$ cat config.mk
export PLATFORM = sky130hd
export DESIGN_NAME = multi_board_sync_sequencer
export DESIGN_NICKNAME = d
export VERILOG_FILES = /design/src/hdl/sync_seq_pkg.sv /design/src/hdl/multi_board_sync_sequencer.sv /design/src/hdl/axil_port.sv /design/src/hdl/run_timer.sv
export SDC_FILE = /design/constraint.sdc
export NUM_CORES = 1
export LEC_CHECK = 0
export ABC_AREA = 0
export BUFFER_PORTS_ARGS = -buffer_cell sky130_fd_sc_hd__buf_2
export CAP_MARGIN = 10
export CELL_PAD_IN_SITES_DETAIL_PLACEMENT = 1
export CELL_PAD_IN_SITES_GLOBAL_PLACEMENT = 1
export CORE_UTILIZATION = 41
export CTS_CLUSTER_DIAMETER = 40
export DETAILED_ROUTE_END_ITERATION = 16
export PLACE_DENSITY_LB_ADDON = 0.12
export SKIP_LAST_GASP = 1
export SLEW_MARGIN = 0
export SYNTH_ARGS = -nofsm -noshare
export SYNTH_HDL_FRONTEND = slang
export SYNTH_SLANG_ARGS = --single-unit
$ cat constraint.sdc
create_clock -name aclk -period 3.4 [get_ports aclk]
set_clock_uncertainty 0.15 [all_clocks]
set_input_delay 0.51 -clock aclk [delete_from_list [all_inputs] [get_ports aclk]]
set_output_delay 0.51 -clock aclk [all_outputs]
set_load 0.01 [all_outputs]
$ cat src/hdl/sync_seq_pkg.sv
// shared constants and types for the multi-board sync sequencer
package sync_seq_pkg;
    localparam int ADDR_W = 32;
    localparam int DATA_W = 32;
    localparam int STRB_W = 4;
    localparam int RUN_CNT_W = 32;

    localparam logic [31:0] OFS_BOARD_COMMAND = 32'h0000_0000;
    localparam logic [31:0] OFS_RUN_STATUS = 32'h0000_0004;
    localparam logic [31:0] OFS_RUN_LENGTH = 32'h0000_0008;

    localparam logic [31:0] RST_BOARD_COMMAND = 32'h0000_0000;
    localparam logic [31:0] RST_RUN_LENGTH = 32'h0000_03E8;

    localparam logic [31:0] CMD_RUN = 32'h0000_000A;
    localparam logic [31:0] CMD_RUN_BLOCKING = 32'h0000_000B;
    localparam logic [31:0] CMD_CLOCK_SOURCE_ROLE = 32'h0000_0064;
    localparam logic [31:0] CMD_TRIGGER_SOURCE_ROLE = 32'h0000_0065;
    localparam logic [31:0] CMD_CLOCK_FOLLOWER_ROLE = 32'h0000_006E;
    localparam logic [31:0] CMD_TRIGGER_FOLLOWER_ROLE = 32'h0000_006F;
    localparam logic [31:0] CMD_ARM_GROUP = 32'h0000_0082;

    localparam int ST_CLOCK_SOURCE = 0;
    localparam int ST_CLOCK_FOLLOWER = 1;
    localparam int ST_TRIGGER_SOURCE = 2;
    localparam int ST_TRIGGER_FOLLOWER = 3;
    localparam int ST_ARMED = 4;
    localparam int ST_RUNNING = 5;
    localparam int ST_RUN_DONE = 6;
    localparam int ST_BLOCKING = 7;
    localparam int ST_REFUSED = 8;

    localparam logic [1:0] RESP_OKAY = 2'h0;
    localparam logic [1:0] RESP_DECERR = 2'h3;

    typedef struct packed {
        logic [ADDR_W-1:0] addr;
        logic [DATA_W-1:0] data;
        logic [STRB_W-1:0] strb;
    } wr_req_t;

    typedef struct packed {
        logic clock_source;
        logic clock_follower;
        logic trigger_source;
        logic trigger_follower;
    } roles_t;

    typedef enum logic [1:0] {RUN_IDLE, RUN_ARMED, RUN_ACTIVE} run_state_t;

    function automatic logic same_word(input logic [31:0] a, input logic [31:0] ofs);
        return a[31:2] == ofs[31:2];
    endfunction

    function automatic logic addr_mapped(input logic [31:0] a);
        return same_word(a, OFS_BOARD_COMMAND) || same_word(a, OFS_RUN_STATUS) || same_word(a, OFS_RUN_LENGTH);
    endfunction

    function automatic logic [31:0] strb_merge(input logic [31:0] old_v, input logic [31:0] new_v,
                                               input logic [3:0] strb);
        logic [31:0] m;
        m = old_v;
        for (int i = 0; i < 4; i++)
        begin
            if (strb[i])
            begin
                m[i*8 +: 8] = new_v[i*8 +: 8];
            end
        end
        return m;
    endfunction
endpackage

$ cat src/hdl/multi_board_sync_sequencer.sv
// command interpreter that sequences one board inside a synchronized group
//
// Function
// - code 100 makes this board the clock source of the group.
// - code 110 makes this board a clock follower of the source.
// - code 130 on the clock source board arms the whole group; no start before arming.
// - code 10 starts a run; code 11 starts it blocking.
// - a blocking start completes only once the run has stopped.
// - board reports ready at run end; software waits for all boards.
// - code 101 makes this board a trigger source.
// - code 111 makes this board a trigger follower.
//
// Design decision made here: register access over AXI4-Lite.
`timescale 1ns/1ps
module multi_board_sync_sequencer #(
    parameter logic [31:0] RUN_LENGTH_RESET = sync_seq_pkg::RST_RUN_LENGTH
) (
    input wire logic aclk,
    input wire logic aresetn,
    input wire logic [31:0] s_axi_awaddr,
    input wire logic s_axi_awvalid,
    output logic s_axi_awready,
    input wire logic [31:0] s_axi_wdata,
    input wire logic [3:0] s_axi_wstrb,
    input wire logic s_axi_wvalid,
    output logic s_axi_wready,
    output logic [1:0] s_axi_bresp,
    output logic s_axi_bvalid,
    input wire logic s_axi_bready,
    input wire logic [31:0] s_axi_araddr,
    input wire logic s_axi_arvalid,
    output logic s_axi_arready,
    output logic [31:0] s_axi_rdata,
    output logic [1:0] s_axi_rresp,
    output logic s_axi_rvalid,
    input wire logic s_axi_rready,
    input wire logic group_arm_in,
    output logic group_arm_out,
    output logic clock_source_role,
    output logic clock_follower_role,
    output logic trigger_source_role,
    output logic trigger_follower_role,
    output logic run_armed,
    output logic run_active,
    output logic run_done_status
);
    logic wr_fire;
    sync_seq_pkg::wr_req_t wr_req;
    logic [31:0] rd_addr;
    logic [31:0] rd_data;
    logic timer_start;
    logic timer_busy;
    logic timer_finish;
    logic [31:0] merged;
    logic cmd_write;

    sync_seq_pkg::roles_t roles_r, roles_nxt;
    sync_seq_pkg::run_state_t state_r, state_nxt;
    logic [31:0] cmd_r, cmd_nxt;
    logic [31:0] len_r, len_nxt;
    logic done_r, done_nxt;
    logic block_r, block_nxt;
    logic refused_r, refused_nxt;
    logic arm_out_r, arm_out_nxt;
    logic [31:0] status;

    axil_port u_port (
        .aclk(aclk),
        .aresetn(aresetn),
        .awaddr(s_axi_awaddr),
        .awvalid(s_axi_awvalid),
        .awready(s_axi_awready),
        .wdata(s_axi_wdata),
        .wstrb(s_axi_wstrb),
        .wvalid(s_axi_wvalid),
        .wready(s_axi_wready),
        .bresp(s_axi_bresp),
        .bvalid(s_axi_bvalid),
        .bready(s_axi_bready),
        .araddr(s_axi_araddr),
        .arvalid(s_axi_arvalid),
        .arready(s_axi_arready),
        .rdata(s_axi_rdata),
        .rresp(s_axi_rresp),
        .rvalid(s_axi_rvalid),
        .rready(s_axi_rready),
        .wr_fire(wr_fire),
        .wr_req(wr_req),
        .wr_hold(block_r),
        .rd_addr(rd_addr),
        .rd_data(rd_data)
    );

    run_timer #(
        .CNT_W(sync_seq_pkg::RUN_CNT_W)
    ) u_timer (
        .aclk(aclk),
        .aresetn(aresetn),
        .start(timer_start),
        .length(len_r),
        .busy(timer_busy),
        .finish(timer_finish)
    );

    assign cmd_write = wr_fire && sync_seq_pkg::same_word(wr_req.addr, sync_seq_pkg::OFS_BOARD_COMMAND);
    assign merged = sync_seq_pkg::strb_merge(cmd_r, wr_req.data, wr_req.strb);

    assign group_arm_out = arm_out_r;
    assign clock_source_role = roles_r.clock_source;
    assign clock_follower_role = roles_r.clock_follower;
    assign trigger_source_role = roles_r.trigger_source;
    assign trigger_follower_role = roles_r.trigger_follower;
    assign run_armed = (state_r == sync_seq_pkg::RUN_ARMED);
    assign run_active = timer_busy;
    assign run_done_status = done_r;

    always_comb
    begin
        status = 32'h0000_0000;
        status[sync_seq_pkg::ST_CLOCK_SOURCE] = roles_r.clock_source;
        status[sync_seq_pkg::ST_CLOCK_FOLLOWER] = roles_r.clock_follower;
        status[sync_seq_pkg::ST_TRIGGER_SOURCE] = roles_r.trigger_source;
        status[sync_seq_pkg::ST_TRIGGER_FOLLOWER] = roles_r.trigger_follower;
        status[sync_seq_pkg::ST_ARMED] = (state_r == sync_seq_pkg::RUN_ARMED);
        status[sync_seq_pkg::ST_RUNNING] = timer_busy;
        status[sync_seq_pkg::ST_RUN_DONE] = done_r;
        status[sync_seq_pkg::ST_BLOCKING] = block_r;
        status[sync_seq_pkg::ST_REFUSED] = refused_r;
    end

    always_comb
    begin
        if (sync_seq_pkg::same_word(rd_addr, sync_seq_pkg::OFS_BOARD_COMMAND))
        begin
            rd_data = cmd_r;
        end
        else if (sync_seq_pkg::same_word(rd_addr, sync_seq_pkg::OFS_RUN_STATUS))
        begin
            rd_data = status;
        end
        else if (sync_seq_pkg::same_word(rd_addr, sync_seq_pkg::OFS_RUN_LENGTH))
        begin
            rd_data = len_r;
        end
        else
        begin
            rd_data = 32'h0000_0000;
        end
    end

    always_comb
    begin
        roles_nxt = roles_r;
        state_nxt = state_r;
        cmd_nxt = cmd_r;
        len_nxt = len_r;
        done_nxt = done_r;
        block_nxt = block_r;
        refused_nxt = refused_r;
        arm_out_nxt = 1'b0;
        timer_start = 1'b0;
        if (wr_fire && sync_seq_pkg::same_word(wr_req.addr, sync_seq_pkg::OFS_RUN_LENGTH))
        begin
            len_nxt = sync_seq_pkg::strb_merge(len_r, wr_req.data, wr_req.strb);
        end
        // arm pulse from source board
        // taken before commands so a refusal in the same cycle still sets
        if (group_arm_in && roles_r.clock_follower && state_r != sync_seq_pkg::RUN_ACTIVE)
        begin
            state_nxt = sync_seq_pkg::RUN_ARMED;
            done_nxt = 1'b0;
            refused_nxt = 1'b0;
        end
        if (cmd_write)
        begin
            cmd_nxt = merged;
            // roles are frozen while a run is under way
            case (merged)
                sync_seq_pkg::CMD_CLOCK_SOURCE_ROLE:
                begin
                    if (state_r != sync_seq_pkg::RUN_ACTIVE)
                    begin
                        roles_nxt.clock_source = 1'b1;
                        roles_nxt.clock_follower = 1'b0;
                    end
                    else
                    begin
                        refused_nxt = 1'b1;
                    end
                end
                sync_seq_pkg::CMD_CLOCK_FOLLOWER_ROLE:
                begin
                    if (state_r != sync_seq_pkg::RUN_ACTIVE)
                    begin
                        roles_nxt.clock_follower = 1'b1;
                        roles_nxt.clock_source = 1'b0;
                    end
                    else
                    begin
                        refused_nxt = 1'b1;
                    end
                end
                sync_seq_pkg::CMD_TRIGGER_SOURCE_ROLE:
                begin
                    if (state_r != sync_seq_pkg::RUN_ACTIVE)
                    begin
                        roles_nxt.trigger_source = 1'b1;
                        roles_nxt.trigger_follower = 1'b0;
                    end
                    else
                    begin
                        refused_nxt = 1'b1;
                    end
                end
                sync_seq_pkg::CMD_TRIGGER_FOLLOWER_ROLE:
                begin
                    if (state_r != sync_seq_pkg::RUN_ACTIVE)
                    begin
                        roles_nxt.trigger_follower = 1'b1;
                        roles_nxt.trigger_source = 1'b0;
                    end
                    else
                    begin
                        refused_nxt = 1'b1;
                    end
                end
                sync_seq_pkg::CMD_ARM_GROUP:
                begin
                    if (roles_r.clock_source && state_r != sync_seq_pkg::RUN_ACTIVE)
                    begin
                        state_nxt = sync_seq_pkg::RUN_ARMED;
                        arm_out_nxt = 1'b1;
                        done_nxt = 1'b0;
                        refused_nxt = 1'b0;
                    end
                    else
                    begin
                        refused_nxt = 1'b1;
                    end
                end
                sync_seq_pkg::CMD_RUN, sync_seq_pkg::CMD_RUN_BLOCKING:
                begin
                    if (state_r == sync_seq_pkg::RUN_ARMED)
                    begin
                        state_nxt = sync_seq_pkg::RUN_ACTIVE;
                        timer_start = 1'b1;
                        done_nxt = 1'b0;
                        block_nxt = (merged == sync_seq_pkg::CMD_RUN_BLOCKING);
                    end
                    else
                    begin
                        refused_nxt = 1'b1;
                    end
                end
                default:
                begin
                    refused_nxt = refused_r;
                end
            endcase
        end
        if (timer_finish)
        begin
            // arming is used up; a rerun needs a fresh arm
            state_nxt = sync_seq_pkg::RUN_IDLE;
            done_nxt = 1'b1;
            block_nxt = 1'b0;
        end
    end

    always_ff @(posedge aclk)
    begin
        if (!aresetn)
        begin
            roles_r <= '0;
            state_r <= sync_seq_pkg::RUN_IDLE;
            cmd_r <= sync_seq_pkg::RST_BOARD_COMMAND;
            len_r <= RUN_LENGTH_RESET;
            done_r <= 1'b0;
            block_r <= 1'b0;
            refused_r <= 1'b0;
            arm_out_r <= 1'b0;
        end
        else
        begin
            roles_r <= roles_nxt;
            state_r <= state_nxt;
            cmd_r <= cmd_nxt;
            len_r <= len_nxt;
            done_r <= done_nxt;
            block_r <= block_nxt;
            refused_r <= refused_nxt;
            arm_out_r <= arm_out_nxt;
        end
    end
endmodule // multi_board_sync_sequencer

$ cat src/hdl/axil_port.sv
// axi4-lite slave front end: holds write address and data, answers reads
`timescale 1ns/1ps
module axil_port (
    input wire logic aclk,
    input wire logic aresetn,
    input wire logic [31:0] awaddr,
    input wire logic awvalid,
    output logic awready,
    input wire logic [31:0] wdata,
    input wire logic [3:0] wstrb,
    input wire logic wvalid,
    output logic wready,
    output logic [1:0] bresp,
    output logic bvalid,
    input wire logic bready,
    input wire logic [31:0] araddr,
    input wire logic arvalid,
    output logic arready,
    output logic [31:0] rdata,
    output logic [1:0] rresp,
    output logic rvalid,
    input wire logic rready,
    output logic wr_fire,
    output sync_seq_pkg::wr_req_t wr_req,
    input wire logic wr_hold,
    output logic [31:0] rd_addr,
    input wire logic [31:0] rd_data
);
    logic aw_full_r, aw_full_nxt, w_full_r, w_full_nxt;
    logic [31:0] aw_addr_r, aw_addr_nxt, w_data_r, w_data_nxt;
    logic [3:0] w_strb_r, w_strb_nxt;
    logic wr_pend_r, wr_pend_nxt, bvalid_r, bvalid_nxt;
    logic [1:0] bresp_r, bresp_nxt, rresp_r, rresp_nxt;
    logic rvalid_r, rvalid_nxt;
    logic [31:0] rdata_r, rdata_nxt;

    assign awready = !aw_full_r;
    assign wready = !w_full_r;
    assign arready = !rvalid_r;
    assign bvalid = bvalid_r;
    assign bresp = bresp_r;
    assign rvalid = rvalid_r;
    assign rdata = rdata_r;
    assign rresp = rresp_r;
    assign rd_addr = araddr;
    // one write at a time; the next waits for the response to drain
    assign wr_fire = aw_full_r && w_full_r && !wr_pend_r && !bvalid_r;
    assign wr_req = '{addr: aw_addr_r, data: w_data_r, strb: w_strb_r};

    always_comb
    begin
        aw_full_nxt = aw_full_r;
        aw_addr_nxt = aw_addr_r;
        w_full_nxt = w_full_r;
        w_data_nxt = w_data_r;
        w_strb_nxt = w_strb_r;
        wr_pend_nxt = wr_pend_r;
        bvalid_nxt = bvalid_r;
        bresp_nxt = bresp_r;
        rvalid_nxt = rvalid_r;
        rdata_nxt = rdata_r;
        rresp_nxt = rresp_r;
        if (awvalid && !aw_full_r)
        begin
            aw_full_nxt = 1'b1;
            aw_addr_nxt = awaddr;
        end
        if (wvalid && !w_full_r)
        begin
            w_full_nxt = 1'b1;
            w_data_nxt = wdata;
            w_strb_nxt = wstrb;
        end
        if (wr_fire)
        begin
            aw_full_nxt = 1'b0;
            w_full_nxt = 1'b0;
            wr_pend_nxt = 1'b1;
            bresp_nxt = sync_seq_pkg::addr_mapped(aw_addr_r) ? sync_seq_pkg::RESP_OKAY : sync_seq_pkg::RESP_DECERR;
        end
        if (wr_pend_r && !wr_hold)
        begin
            wr_pend_nxt = 1'b0;
            bvalid_nxt = 1'b1;
        end
        if (bvalid_r && bready)
        begin
            bvalid_nxt = 1'b0;
        end
        if (arvalid && !rvalid_r)
        begin
            rvalid_nxt = 1'b1;
            rdata_nxt = rd_data;
            rresp_nxt = sync_seq_pkg::addr_mapped(araddr) ? sync_seq_pkg::RESP_OKAY : sync_seq_pkg::RESP_DECERR;
        end
        else if (rvalid_r && rready)
        begin
            rvalid_nxt = 1'b0;
        end
    end

    always_ff @(posedge aclk)
    begin
        if (!aresetn)
        begin
            aw_full_r <= 1'b0;
            aw_addr_r <= 32'h0000_0000;
            w_full_r <= 1'b0;
            w_data_r <= 32'h0000_0000;
            w_strb_r <= 4'h0;
            wr_pend_r <= 1'b0;
            bvalid_r <= 1'b0;
            bresp_r <= 2'h0;
            rvalid_r <= 1'b0;
            rdata_r <= 32'h0000_0000;
            rresp_r <= 2'h0;
        end
        else
        begin
            aw_full_r <= aw_full_nxt;
            aw_addr_r <= aw_addr_nxt;
            w_full_r <= w_full_nxt;
            w_data_r <= w_data_nxt;
            w_strb_r <= w_strb_nxt;
            wr_pend_r <= wr_pend_nxt;
            bvalid_r <= bvalid_nxt;
            bresp_r <= bresp_nxt;
            rvalid_r <= rvalid_nxt;
            rdata_r <= rdata_nxt;
            rresp_r <= rresp_nxt;
        end
    end
endmodule // axil_port

$ cat src/hdl/run_timer.sv
// counts down the length of one run and flags its end
`timescale 1ns/1ps
module run_timer #(
    parameter int CNT_W = sync_seq_pkg::RUN_CNT_W
) (
    input wire logic aclk,
    input wire logic aresetn,
    input wire logic start,
    input wire logic [CNT_W-1:0] length,
    output logic busy,
    output logic finish
);
    logic [CNT_W-1:0] cnt_r, cnt_nxt;
    logic busy_r, busy_nxt;

    assign busy = busy_r;
    assign finish = busy_r && (cnt_r == CNT_W'(1));

    always_comb
    begin
        cnt_nxt = cnt_r;
        busy_nxt = busy_r;
        if (start)
        begin
            busy_nxt = 1'b1;
            // zero length would wrap and run 2^32 cycles; treat it as one cycle
            cnt_nxt = (length == '0) ? CNT_W'(1) : length;
        end
        else if (finish)
        begin
            busy_nxt = 1'b0;
        end
        else if (busy_r)
        begin
            cnt_nxt = cnt_r - CNT_W'(1);
        end
    end

    always_ff @(posedge aclk)
    begin
        if (!aresetn)
        begin
            cnt_r <= '0;
            busy_r <= 1'b0;
        end
        else
        begin
            cnt_r <= cnt_nxt;
            busy_r <= busy_nxt;
        end
    end
endmodule // run_timer

==> results of run 1 <==
## sequential cells by signal (all words and copies together) (netlist names)
register	count
u_port.wr_pend_r	1
cmd_r	32
u_port.bvalid	1
len_r	32
u_port.aw_full_r	1
u_port.w_data_r	32
u_port.rdata	32
u_port.aw_addr_r	30
block_r	1
trigger_follower_role	1
u_port.rvalid	1
run_done_status	1
u_port.rresp	1
u_timer.busy	1
group_arm_out	1
clock_follower_role	1
trigger_source_role	1
state_r	2
u_port.bresp	1
u_port.w_full_r	1
refused_r	1
u_port.w_strb_r	4
u_timer.cnt_r	32
clock_source_role	1
## layout make-up
type | count | area [sq um]
diodes | 1 | 2.50
clock buffers | 52 | 1080
clock inverters | 15 | 151
fillers | 2866 | 10900
inverters | 12 | 50.0
multi-input cells | 915 | 4950
flip-flops and latches | 212 | 4240
well taps | 313 | 392
repair buffers | 185 | 1020
## cell families after synthesis
family | Yosys count
fa+ha+maj | 2
xor+xnor | 11
buf+inv | 91
mux | 41
flops | 212
simple gates | 576
compound gates | 285
## metrics by stage
stage / util (%) / setup slack [ns] / hold WS [ns] / cells
6_report: 52.2 / 0.410 / 0.0441 / 1705
3_5_place_dp: 46.8 / 0.390 / 0.297 / 1637
3_3_place_gp: 46.8 / 0.403 / 0.293 / 1637
2_1_floorplan: - / 0.777 / 0.285 / 1218
5_1_grt: 52.2 / 0.291 / 0.0440 / 1704
4_1_cts: 52.2 / 0.389 / 0.0249 / 1704
## worst max-delay path, cell delays in order, from the launching register on
cell and delay [ns]:
dfxtp_1 0.34, or4_4 0.56, or4_4 0.57, o31a_4 0.45, nor2_2 0.47, o21bai_1 0.14, nor3b_2 0.17
## worst paths after layout
kind,startpoint,endpoint,slack (ns)
setup / recovery,u_timer.cnt_r[24]$_SDFFE_PN0P_,u_timer.cnt_r[24]$_SDFFE_PN0P_,0.41
hold / removal,s_axi_rready,u_port.rvalid$_SDFFE_PN0P_,0.04
setup reg to reg,u_timer.cnt_r[24]$_SDFFE_PN0P_,u_timer.cnt_r[24]$_SDFFE_PN0P_,0.41
hold reg to reg,u_port.aw_addr_r[29]$_SDFFE_PN0P_,u_port.aw_addr_r[29]$_SDFFE_PN0P_,0.31
## power breakdown
part	switching, mW	internal (mW)	total [mW]	leakage, nW
logic	0.225	0.137	0.362	2.42
registers	0.0584	2.55	2.60	1.72
clock network	1.26	2.38	3.63	0.617
total	1.54	5.06	6.60	4.76
## layer usage
metal	up-vias	routed length [um]
met5	-	34
li1	4607	-
met2	264	14500
met3	40	1830
met1	4577	14600
met4	6	418
## placed cells by master, fill, tap and decap left out, types with 4 or more instances in the layout
master     count
dfxtp_1      212
nand2b_1       8
inv_1         10
mux2i_1       40
o2111ai_1      5
buf_4         32
clkbuf_1       7
nand3_1       86
nand2_1      233
xor2_1         4
a211oi_1       8
a22oi_1        7
a21oi_1      200
a22o_1         4
buf_2        152
nor4_1        42
or2_2          4
clkbuf_16     39
or3_1          6
clkbuf_8       6
nor2_1       109
a31oi_1        6
o21ai_0       19
a32o_1         4
nor2b_1        4
nand3b_1       6
xnor2_1        7
o211a_1        4
nand4_1       10
nor3_1        30
clkinv_2      10
==> reports/qor.csv, run 1 <==
stage,metric,value,unit
global_route,grt_pass1_vias,9674,
timing,rsz0062_at_grt,false,
global_route,antenna_found_initial,4,
synth,synthCells,1218,
timing,tightest_slew,0.964,ns
final_layout,nets,1474,
timing,min_period_over_period,87.9,%
synth,yosysMostFrequentCell,nand2_1,
synth,synth_xor_area_share,1.01,%
synth,synth_top_family_by_area,simple AND/OR/NAND/NOR gates,
timing,fmax,335,MHz
synth,synth-seq-cells,212,
clock_tree,cts.clk_slew.worst_paths,0.04,ns
synth,synth_top_cell_by_area,dfxtp_1,
synth,muxShareOfSynthArea,4.31,%
global_route,track_usage,26.5,%
setup_path,crit_required,3.63,ns
hold_path,min_path_cells,2,
route,drt-pass1-iter-count,4,
synth,ys_warn_count,0,
setup_path,arrival,3.22,ns
synth,ys.flop_type,dfxtp_1,
route,via_count,9494,
setup_path,reg2regPathDepth,6,
global_route,grt_first_pass_wirelength,50900,um
placed_design,gp_congestion,0.861,
route,viasPerCell,5.57,
final_layout,drive_gt1_share,19.8,%
clock_tree,cts_tree,built,
synth,synth_simple_gate_area_share,28.6,%
route,drc,0,
hold_path,hp-class,primary input to flip-flop,
global_route,grt_use_met1,35.9,%
pwr,power,6.60,mW
clock_tree,ctsResizeCount,0,
synth,synth_compound_area_share,17.4,%
timing,setup_viol,0,
global_route,grt-ovfl-total,0,
clock_tree,clkLatencyLatePin,0.52,ns
synth,synthAdderAreaFrac,0.262,%
timing,max-slew-margin-rel,35.6,%
pwr,peakVddDrop,0.441,mV
global_route,met2_usage,43.2,%
clock_tree,ctsHoldBuffers,0,
route,routed_wirelength,31400,um
clock_tree,post_cts_buffers,0,
timing,fin_crit,2.99,ns
placed_design,placed_cell_area,10700,sq um
synth,synth_area_per_cell,7.85,sq um
setup_path,crit_fanout,15,
pwr,p_per_area,555,nW/um^2
route,drtIter0Drc,522,
pwr,p_leak,4.76,nW
floorplan,core,22800,sq um
setup_path,crit_path_end_kind,flip-flop,
floorplan,io_pins,157,
global_route,grt_max_degree,89,
global_route,grtUsageMet3,5.04,%
run_status,status,completed,
placed_design,io_buffer_count,152,
clock_tree,clock-sinks,212,
synth,ys_seq_area_share,44.4,%
synth,synthTopCellsByArea,"dfxtp_1 44%, a21oi_1 10%, nand2_1 9.1%",
run,drv_cap,0,
floorplan,start_util,42.0,%
timing,hold_viol,0,
synth,syn_nets,1328,
floorplan,die_w,155,um
final_layout,fin_area,11900,sq um
floorplan,rows,55,
clock_tree,cts_buffer_depth,3,
synth,synth_cell_types,69,
clock_tree,cts_htree_levels,2,
final_layout,area_growth_syn_to_layout,24.5,%
clock_tree,cts_root_buf,clkbuf_16,
timing,final_max_slew_viol_count,0,
timing,fin_tns_setup,0,ns
floorplan,die_h,155,um
floorplan,die_area,23900,sq um
synth,synth-edff-count,0,
clock_tree,cts_buffers,38,
synth,synth_common_cells,"233 x nand2_1, 212 x dfxtp_1, 200 x a21oi_1, 109 x nor2_1, 86 x nand3_1",
route,final_antenna_net_count,0,
placed_design,dpl.hpwl,22100,um
synth,synth_top_cell_area_share,44.4,%
synth,synth.cell_area,9560,sq um
synth,synthArstFlopShare,0,%
global_route,grt_busiest_layer,met2,
setup_path,crit_type,flip-flop to flip-flop,
route,wl_per_cell,18.4,um
setup_path,crit_path_start_kind,flip-flop,
(Power assumes the default switching activity.)
==> run 2: changes to the inputs <==
--- a/config.mk
+++ b/config.mk
@@ -10,6 +10,7 @@
 export CAP_MARGIN = 10
 export CELL_PAD_IN_SITES_DETAIL_PLACEMENT = 1
 export CELL_PAD_IN_SITES_GLOBAL_PLACEMENT = 1
+export CORE_MARGIN = 5
 export CORE_UTILIZATION = 41
 export CTS_CLUSTER_DIAMETER = 40
 export DETAILED_ROUTE_END_ITERATION = 16
==> run 2 against run 1 <==
Via count decreased by 0.14%. Sequential power hardly changed. Die area rose by 11%. Total power decreased by 1.7%. Wire length grew 2.6%. Fmax shrank 0.50%. Non-clock buffer count fell by 5. Sequential cell count unchanged. Combinational power about the same. Critical path type unchanged. Largest cell class unchanged. Highest routed layer unchanged.
==> reports/qor.csv, run 2 (synthesis gave the netlist of run 1 again) <==
stage,metric,value,unit,change
setup_path,reg2regPathDepth,8,,+2
clock_tree,cts_tree,built,,
floorplan,core,22800,sq um,unchanged
placed_design,gp_congestion,0.841,,-2.3%
route,wl_per_cell,19.0,um,+3.2%
final_layout,fillers,2836,,-1.0%
floorplan,die_w,163,um,+5.2%
placed_design,io_buffer_count,152,,unchanged
hold_path,hp-class,primary input to flip-flop,,
global_route,grt_first_pass_wirelength,51200,um,+0.66%
floorplan,rows,55,,unchanged
clock_tree,cts.clk_slew.worst_paths,0.05,ns,about the same
setup_path,r2r-end,u_timer.cnt_r[31]$_SDFFE_PN0P_,,
clock_tree,cts_root_buf,clkbuf_16,,
floorplan,die_area,26500,sq um,+11%
floorplan,die_h,163,um,+5.2%
route,drc,0,,unchanged
run_status,status,completed,,
setup_path,crit_fanout,15,,unchanged
setup_path,crit_path_top_delay_cell,or4_4,,
timing,hold_viol,0,,unchanged
final_layout,drive_gt1_share,19.2,%,-0.58 points
route,viasPerCell,5.60,,+0.51%
route,drtIter0Drc,496,,-5.0%
clock_tree,clkLatencyLatePin,0.52,ns,about the same
timing,setup_viol,0,,unchanged
clock_tree,ctsResizeCount,0,,unchanged
run,drv_cap,0,,unchanged
global_route,grt_pass1_vias,9636,,-0.39%
setup_path,cp_num_buf_inv,1,,+1
hold_path,hold-path-endpoint,u_port.rvalid$_SDFFE_PN0P_,,
setup_path,crit_path_end_kind,flip-flop,,
clock_tree,cts_buffer_depth,3,,unchanged
final_layout,nets,1467,,-0.47%
clock_tree,post_cts_buffers,0,,unchanged
setup_path,cpPeakStageDelay,0.62,ns,+0.05 ns
setup_path,crit_type,flip-flop to flip-flop,,
pwr,p_per_area,550,nW/um^2,-0.90%
placed_design,dpl.hpwl,22700,um,+2.8%
floorplan,io_pins,157,,unchanged
timing,tightest_slew,0.924,ns,-0.0399 ns
route,drt-pass1-iter-count,4,,unchanged
global_route,grt_max_degree,79,,-11%
clock_tree,cts_htree_levels,2,,unchanged
pwr,peakVddDrop,0.388,mV,-12%
clock_tree,cts_buffers,36,,-5.3%
route,routed_wirelength,32200,um,+2.6%
timing,fmax,333,MHz,-0.50%
setup_path,cp_cell_sequence,nor4_1 > nand3_1 > or4_4 > or4_1 > nand2_2 > buf_4 > nor2_1 > a211oi_2,,
timing,final_max_slew_viol_count,0,,unchanged
clock_tree,clock-sinks,212,,unchanged
route,final_antenna_net_count,0,,unchanged
timing,rsz0062_at_grt,false,,
timing,fin_tns_setup,0,ns,unchanged
global_route,antenna_found_initial,1,,-3
hold_path,hold_start,s_axi_rready,,
setup_path,crit_family,simple AND/OR/NAND/NOR gates,,
timing,fin_crit,3.00,ns,+0.0149 ns
final_layout,area_growth_syn_to_layout,23.5,%,
global_route,track_usage,23.7,%,-2.8 points
clock_tree,ctsHoldBuffers,0,,unchanged
global_route,grt-ovfl-total,0,,unchanged
final_layout,fin_area,11800,sq um,-0.78%
setup_path,arrival,3.29,ns,+0.07 ns
setup_path,reg2reg_slack,0.40,ns,about the same
placed_design,placed_cell_area,10600,sq um,-0.23%
setup_path,r2r_start,u_port.aw_addr_r[25]$_SDFFE_PN0P_,,
final_layout,final_common_cell,nand2_1,,
timing,min_period_over_period,88.4,%,+0.44 points
hold_path,min_path_cells,2,,unchanged
floorplan,start_util,42.0,%,unchanged
setup_path,crit_path_start,u_port.aw_addr_r[25]$_SDFFE_PN0P_,,
pwr,p_leak,4.69,nW,-1.4%
setup_path,crit_path_start_kind,flip-flop,,
final_layout,mostFrequentLayoutCells,"233 x nand2_1, 212 x dfxtp_1, 200 x a21oi_1",,
timing,max-slew-margin-rel,38.2,%,+2.7 points
final_layout,diodes,0,,-1
setup_path,crit_required,3.68,ns,+0.05 ns
route,via_count,9481,,-0.14%
[run 2: cell type report]
class / count / area, sq um / share of cell area (%)
clock buffers: 47 / 982 / 8.32
clock inverters: 15 / 189 / 1.60
inverters: 12 / 50.0 / 0.424
multi-input cells: 915 / 4950 / 42.0
flip-flops and latches: 212 / 4240 / 35.9
well taps: 313 / 392 / 3.32
repair buffers: 180 / 996 / 8.44
[run 2: through the flow]
step	cells	setup slack (ns)	util (%)	total power, mW	hold slack [ns]
global route	1694	0.216	51.8	6.71	0.0361
finish	1694	0.396	51.8	6.49	0.0422
detailed placement	1632	0.372	46.7	3.01	0.297
global placement	1632	0.425	46.7	3.01	0.294
floorplan	1218	0.777	-	2.85	0.285
CTS	1694	0.351	51.8	6.55	0.0274
[run 2: per-layer routing]
layer | part of all wire, % | up-vias | global-route usage (%)
met3 | 5.8 | 56 | 4.00
li1 | - | 4606 | -
met2 | 45 | 277 | 38.4
met5 | 0.040 | - | 0
met1 | 47 | 4540 | 32.7
met4 | 2.0 | 2 | 6.52
[run 2: worst max path at each step]
stage	slack, ns	endpoint	depth (start not counted)
2_1_floorplan	0.78	u_timer.cnt_r[31]$_SDFFE_PN0P_	7
3_3_place_gp	0.42	u_timer.cnt_r[20]$_SDFFE_PN0P_	6
3_5_place_dp	0.37	u_timer.cnt_r[31]$_SDFFE_PN0P_	8
4_1_cts	0.35	u_timer.cnt_r[2]$_SDFFE_PN0P_	8
5_1_grt	0.22	u_timer.cnt_r[8]$_SDFFE_PN0P_	8
6_report	0.40	u_timer.cnt_r[31]$_SDFFE_PN0P_	8
[run 2: report_power, final]
part           switching, mW  internal (mW)  leakage [nW]
registers             0.0602           2.54          1.72
logic                  0.227          0.135          2.40
clock network           1.25           2.27         0.572
total                   1.54           4.95          4.69
==> run 3: changes to the inputs <==
--- a/config.mk
+++ b/config.mk
@@ -11,12 +11,11 @@
 export CELL_PAD_IN_SITES_DETAIL_PLACEMENT = 1
 export CELL_PAD_IN_SITES_GLOBAL_PLACEMENT = 1
 export CORE_MARGIN = 5
-export CORE_UTILIZATION = 41
+export CORE_UTILIZATION = 45
 export CTS_CLUSTER_DIAMETER = 40
 export DETAILED_ROUTE_END_ITERATION = 16
 export PLACE_DENSITY_LB_ADDON = 0.12
 export SKIP_LAST_GASP = 1
-export SLEW_MARGIN = 0
 export SYNTH_ARGS = -nofsm -noshare
 export SYNTH_HDL_FRONTEND = slang
 export SYNTH_SLANG_ARGS = --single-unit
==> constraint.sdc (replaced) <==
create_clock -name aclk -period 3.74 [get_ports aclk]
set_clock_uncertainty 0.15 [all_clocks]
set_input_delay 0.561 -clock aclk [delete_from_list [all_inputs] [get_ports aclk]]
set_output_delay 0.561 -clock aclk [all_outputs]
set_load 0.01 [all_outputs]
==> run 3 against run 2 <==
Non-clock buffer count shrank 8. Worst hold slack gained 0.069 ns. Clock power shrank 12%. Count of clock-buffer cells in the layout shrank 3. Critical path depth is the same. Fmax shrank 5.1%. Sequential share of layout area grew 0.47 points. Worst setup slack gained 0.18 ns. Total power shrank 11%. Die area shrank 8.4%. Critical endpoint is now u_timer.cnt_r[8]$_SDFFE_PN0P_. Sequential cell count is the same. Largest cell class unchanged. Via count grew 0.34%.
==> reports/qor.csv, run 3 (synthesis gave the netlist of run 1 again) <==
stage,metric,value,unit,change
run_status,status,completed,,
pwr,power,5.78,mW,-11%
route,routed_wirelength,32000,um,-0.39%
placed_design,gp_congestion,0.860,,+2.3%
hold_path,hold_start,s_axi_rready,,
hold_path,hp-class,primary input to flip-flop,,
clock_tree,cts.clk_slew.worst_paths,0.05,ns,about the same
route,final_antenna_net_count,0,,unchanged
clock_tree,cts_buffers,34,,-5.6%
setup_path,crit_path_end_kind,flip-flop,,
setup_path,crit_family,simple AND/OR/NAND/NOR gates,,
pwr,p_leak,4.64,nW,-1.1%
final_layout,area_growth_syn_to_layout,21.9,%,
timing,fmax,316,MHz,-5.1%
clock_tree,clock-sinks,212,,unchanged
timing,fin_crit,3.17,ns,+0.161 ns
pwr,peakVddDrop,0.309,mV,-20%
clock_tree,ctsHoldBuffers,0,,unchanged
route,drt-pass1-iter-count,5,,+1
clock_tree,cts_root_buf,clkbuf_16,,
floorplan,die_w,156,um,-4.3%
pwr,p_per_area,496,nW/um^2,-9.7%
clock_tree,ctsResizeCount,0,,unchanged
final_layout,mostFrequentLayoutCells,"233 x nand2_1, 212 x dfxtp_1, 200 x a21oi_1",,
timing,tightest_slew,1.11,ns,+0.190 ns
floorplan,core,21000,sq um,-8.0%
route,drc,0,,unchanged
floorplan,io_pins,157,,unchanged
placed_design,io_buffer_count,152,,unchanged
route,met2_length,15200,um,+4.3%
setup_path,cp_cell_sequence,nor4_1 > nand4_1 > or4_4 > or4_1 > nand2_2 > buf_4 > o21ai_0 > a21oi_1,,
setup_path,cpPeakStageDelay,0.67,ns,+0.05 ns
clock_tree,post_cts_buffers,0,,unchanged
global_route,antenna_found_initial,1,,unchanged
timing,fin_tns_setup,0,ns,unchanged
final_layout,drive_gt1_share,18.8,%,-0.37 points
global_route,grt_first_pass_wirelength,51400,um,+0.30%
floorplan,die_area,24300,sq um,-8.4%
floorplan,start_util,45.6,%,+3.7 points
final_layout,diodes,0,,unchanged
setup_path,r2r_start,u_port.aw_addr_r[11]$_SDFFE_PN0P_,,
floorplan,rows,53,,-3.6%
timing,min_period_over_period,84.6,%,-3.7 points
route,drtIter0Drc,597,,+20%
clock_tree,cts_htree_levels,2,,unchanged
timing,setup_viol,0,,unchanged
placed_design,dpl.hpwl,21900,um,-3.4%
final_layout,fillers,2649,,-6.6%
setup_path,crit_type,flip-flop to flip-flop,,
setup_path,crit_path_start_kind,flip-flop,,
final_layout,final_common_cell,nand2_1,,
global_route,track_usage,26.0,%,+2.3 points
setup_path,r2r-end,u_timer.cnt_r[8]$_SDFFE_PN0P_,,
setup_path,cp_num_buf_inv,1,,unchanged
setup_path,crit_required,4.00,ns,+0.32 ns
clock_tree,cts_tree,built,,
floorplan,die_h,156,um,-4.3%
timing,final_max_slew_viol_count,0,,unchanged
timing,hold_viol,0,,unchanged
timing,holdWs,0.111,ns,+0.0689 ns
timing,rsz0062_at_grt,false,,
global_route,grt-ovfl-total,0,,unchanged
route,top_layer,met5,,
setup_path,crit_path_top_delay_cell,or4_4,,
setup_path,arrival,3.42,ns,+0.13 ns
route,viasPerCell,5.78,,+3.3%
hold_path,hold-path-endpoint,u_port.rvalid$_SDFFE_PN0P_,,
route,wl_per_cell,19.5,um,+2.5%
hold_path,min_path_cells,2,,unchanged
setup_path,reg2reg_slack,0.57,ns,+0.18 ns
final_layout,nets,1457,,-0.68%
timing,max-slew-margin-rel,25.4,%,-13 points
route,via_count,9513,,+0.34%
global_route,grt_max_degree,77,,-2.5%
setup_path,reg2regPathDepth,8,,unchanged
route,wl_met1,14200,um,-5.8%
route,wl_met3,1910,um,+2.9%
global_route,grt_pass1_vias,9776,,+1.5%
setup_path,crit_fanout,20,,+5
clock_tree,cts_buffer_depth,3,,unchanged
run,drv_cap,0,,unchanged
clock_tree,clkLatencyLatePin,0.50,ns,-0.02 ns
==> run 3: cell types whose count changed in the layout (fill, tap and decap cells not counted), sizes merged <==
cell	before	now
clkbuf	47	44
clkinvlp	2	1
buf	180	172
inv	14	17
bufinv	3	2
==> run 3: worst max-delay path by stage <==
| stage | start | endpoint | slack, ns | cells after the start |
|---|---|---|---|---|
| 3_5_place_dp | u_port.aw_addr_r[31]$_SDFFE_PN0P_ | u_timer.cnt_r[16]$_SDFFE_PN0P_ | 0.64 | 8 |
| 2_1_floorplan | u_port.aw_addr_r[14]$_SDFFE_PN0P_ | u_timer.cnt_r[31]$_SDFFE_PN0P_ | 1.12 | 7 |
| 6_report | u_port.aw_addr_r[11]$_SDFFE_PN0P_ | u_timer.cnt_r[8]$_SDFFE_PN0P_ | 0.57 | 8 |
| 4_1_cts | u_port.aw_addr_r[11]$_SDFFE_PN0P_ | u_timer.cnt_r[8]$_SDFFE_PN0P_ | 0.52 | 8 |
| 3_3_place_gp | u_port.aw_addr_r[6]$_SDFFE_PN0P_ | u_timer.cnt_r[7]$_SDFFE_PN0P_ | 0.71 | 8 |
| 5_1_grt | u_port.aw_addr_r[11]$_SDFFE_PN0P_ | u_timer.cnt_r[8]$_SDFFE_PN0P_ | 0.38 | 8 |
==> run 3: layout make-up <==
cell class                 count  area, sq um  area share, %
clock buffer                  44          960           8.23
clock inverter                16          169           1.45
timing repair buffer         172          936           8.03
multi-input combinational    915         4950           42.5
sequential                   212         4240           36.4
inverter                      12         47.5          0.408
tap                          275          344           2.95
==> run 3: metal layers <==
metal	vias up	global-route usage (%)
li1	4586	-
met3	58	5.99
met2	246	42.5
met1	4621	34.4
met5	-	0
met4	2	7.71
==> run 3: power by group <==
group,internal [mW],switching [mW],total (mW)
clock network,1.97,1.12,3.09
logic,0.121,0.206,0.327
registers,2.31,0.0548,2.37
==> run 3: through the flow <==
step | utilization (%) | setup WS [ns] | instances | area (sq um)
after floorplan | - | 1.12 | 1218 | 9560
after global placement | 50.2 | 0.706 | 1586 | 10500
after detailed placement | 50.2 | 0.641 | 1586 | 10500
after CTS | 55.6 | 0.522 | 1646 | 11700
after global routing | 55.6 | 0.378 | 1646 | 11700
final | 55.6 | 0.575 | 1646 | 11700
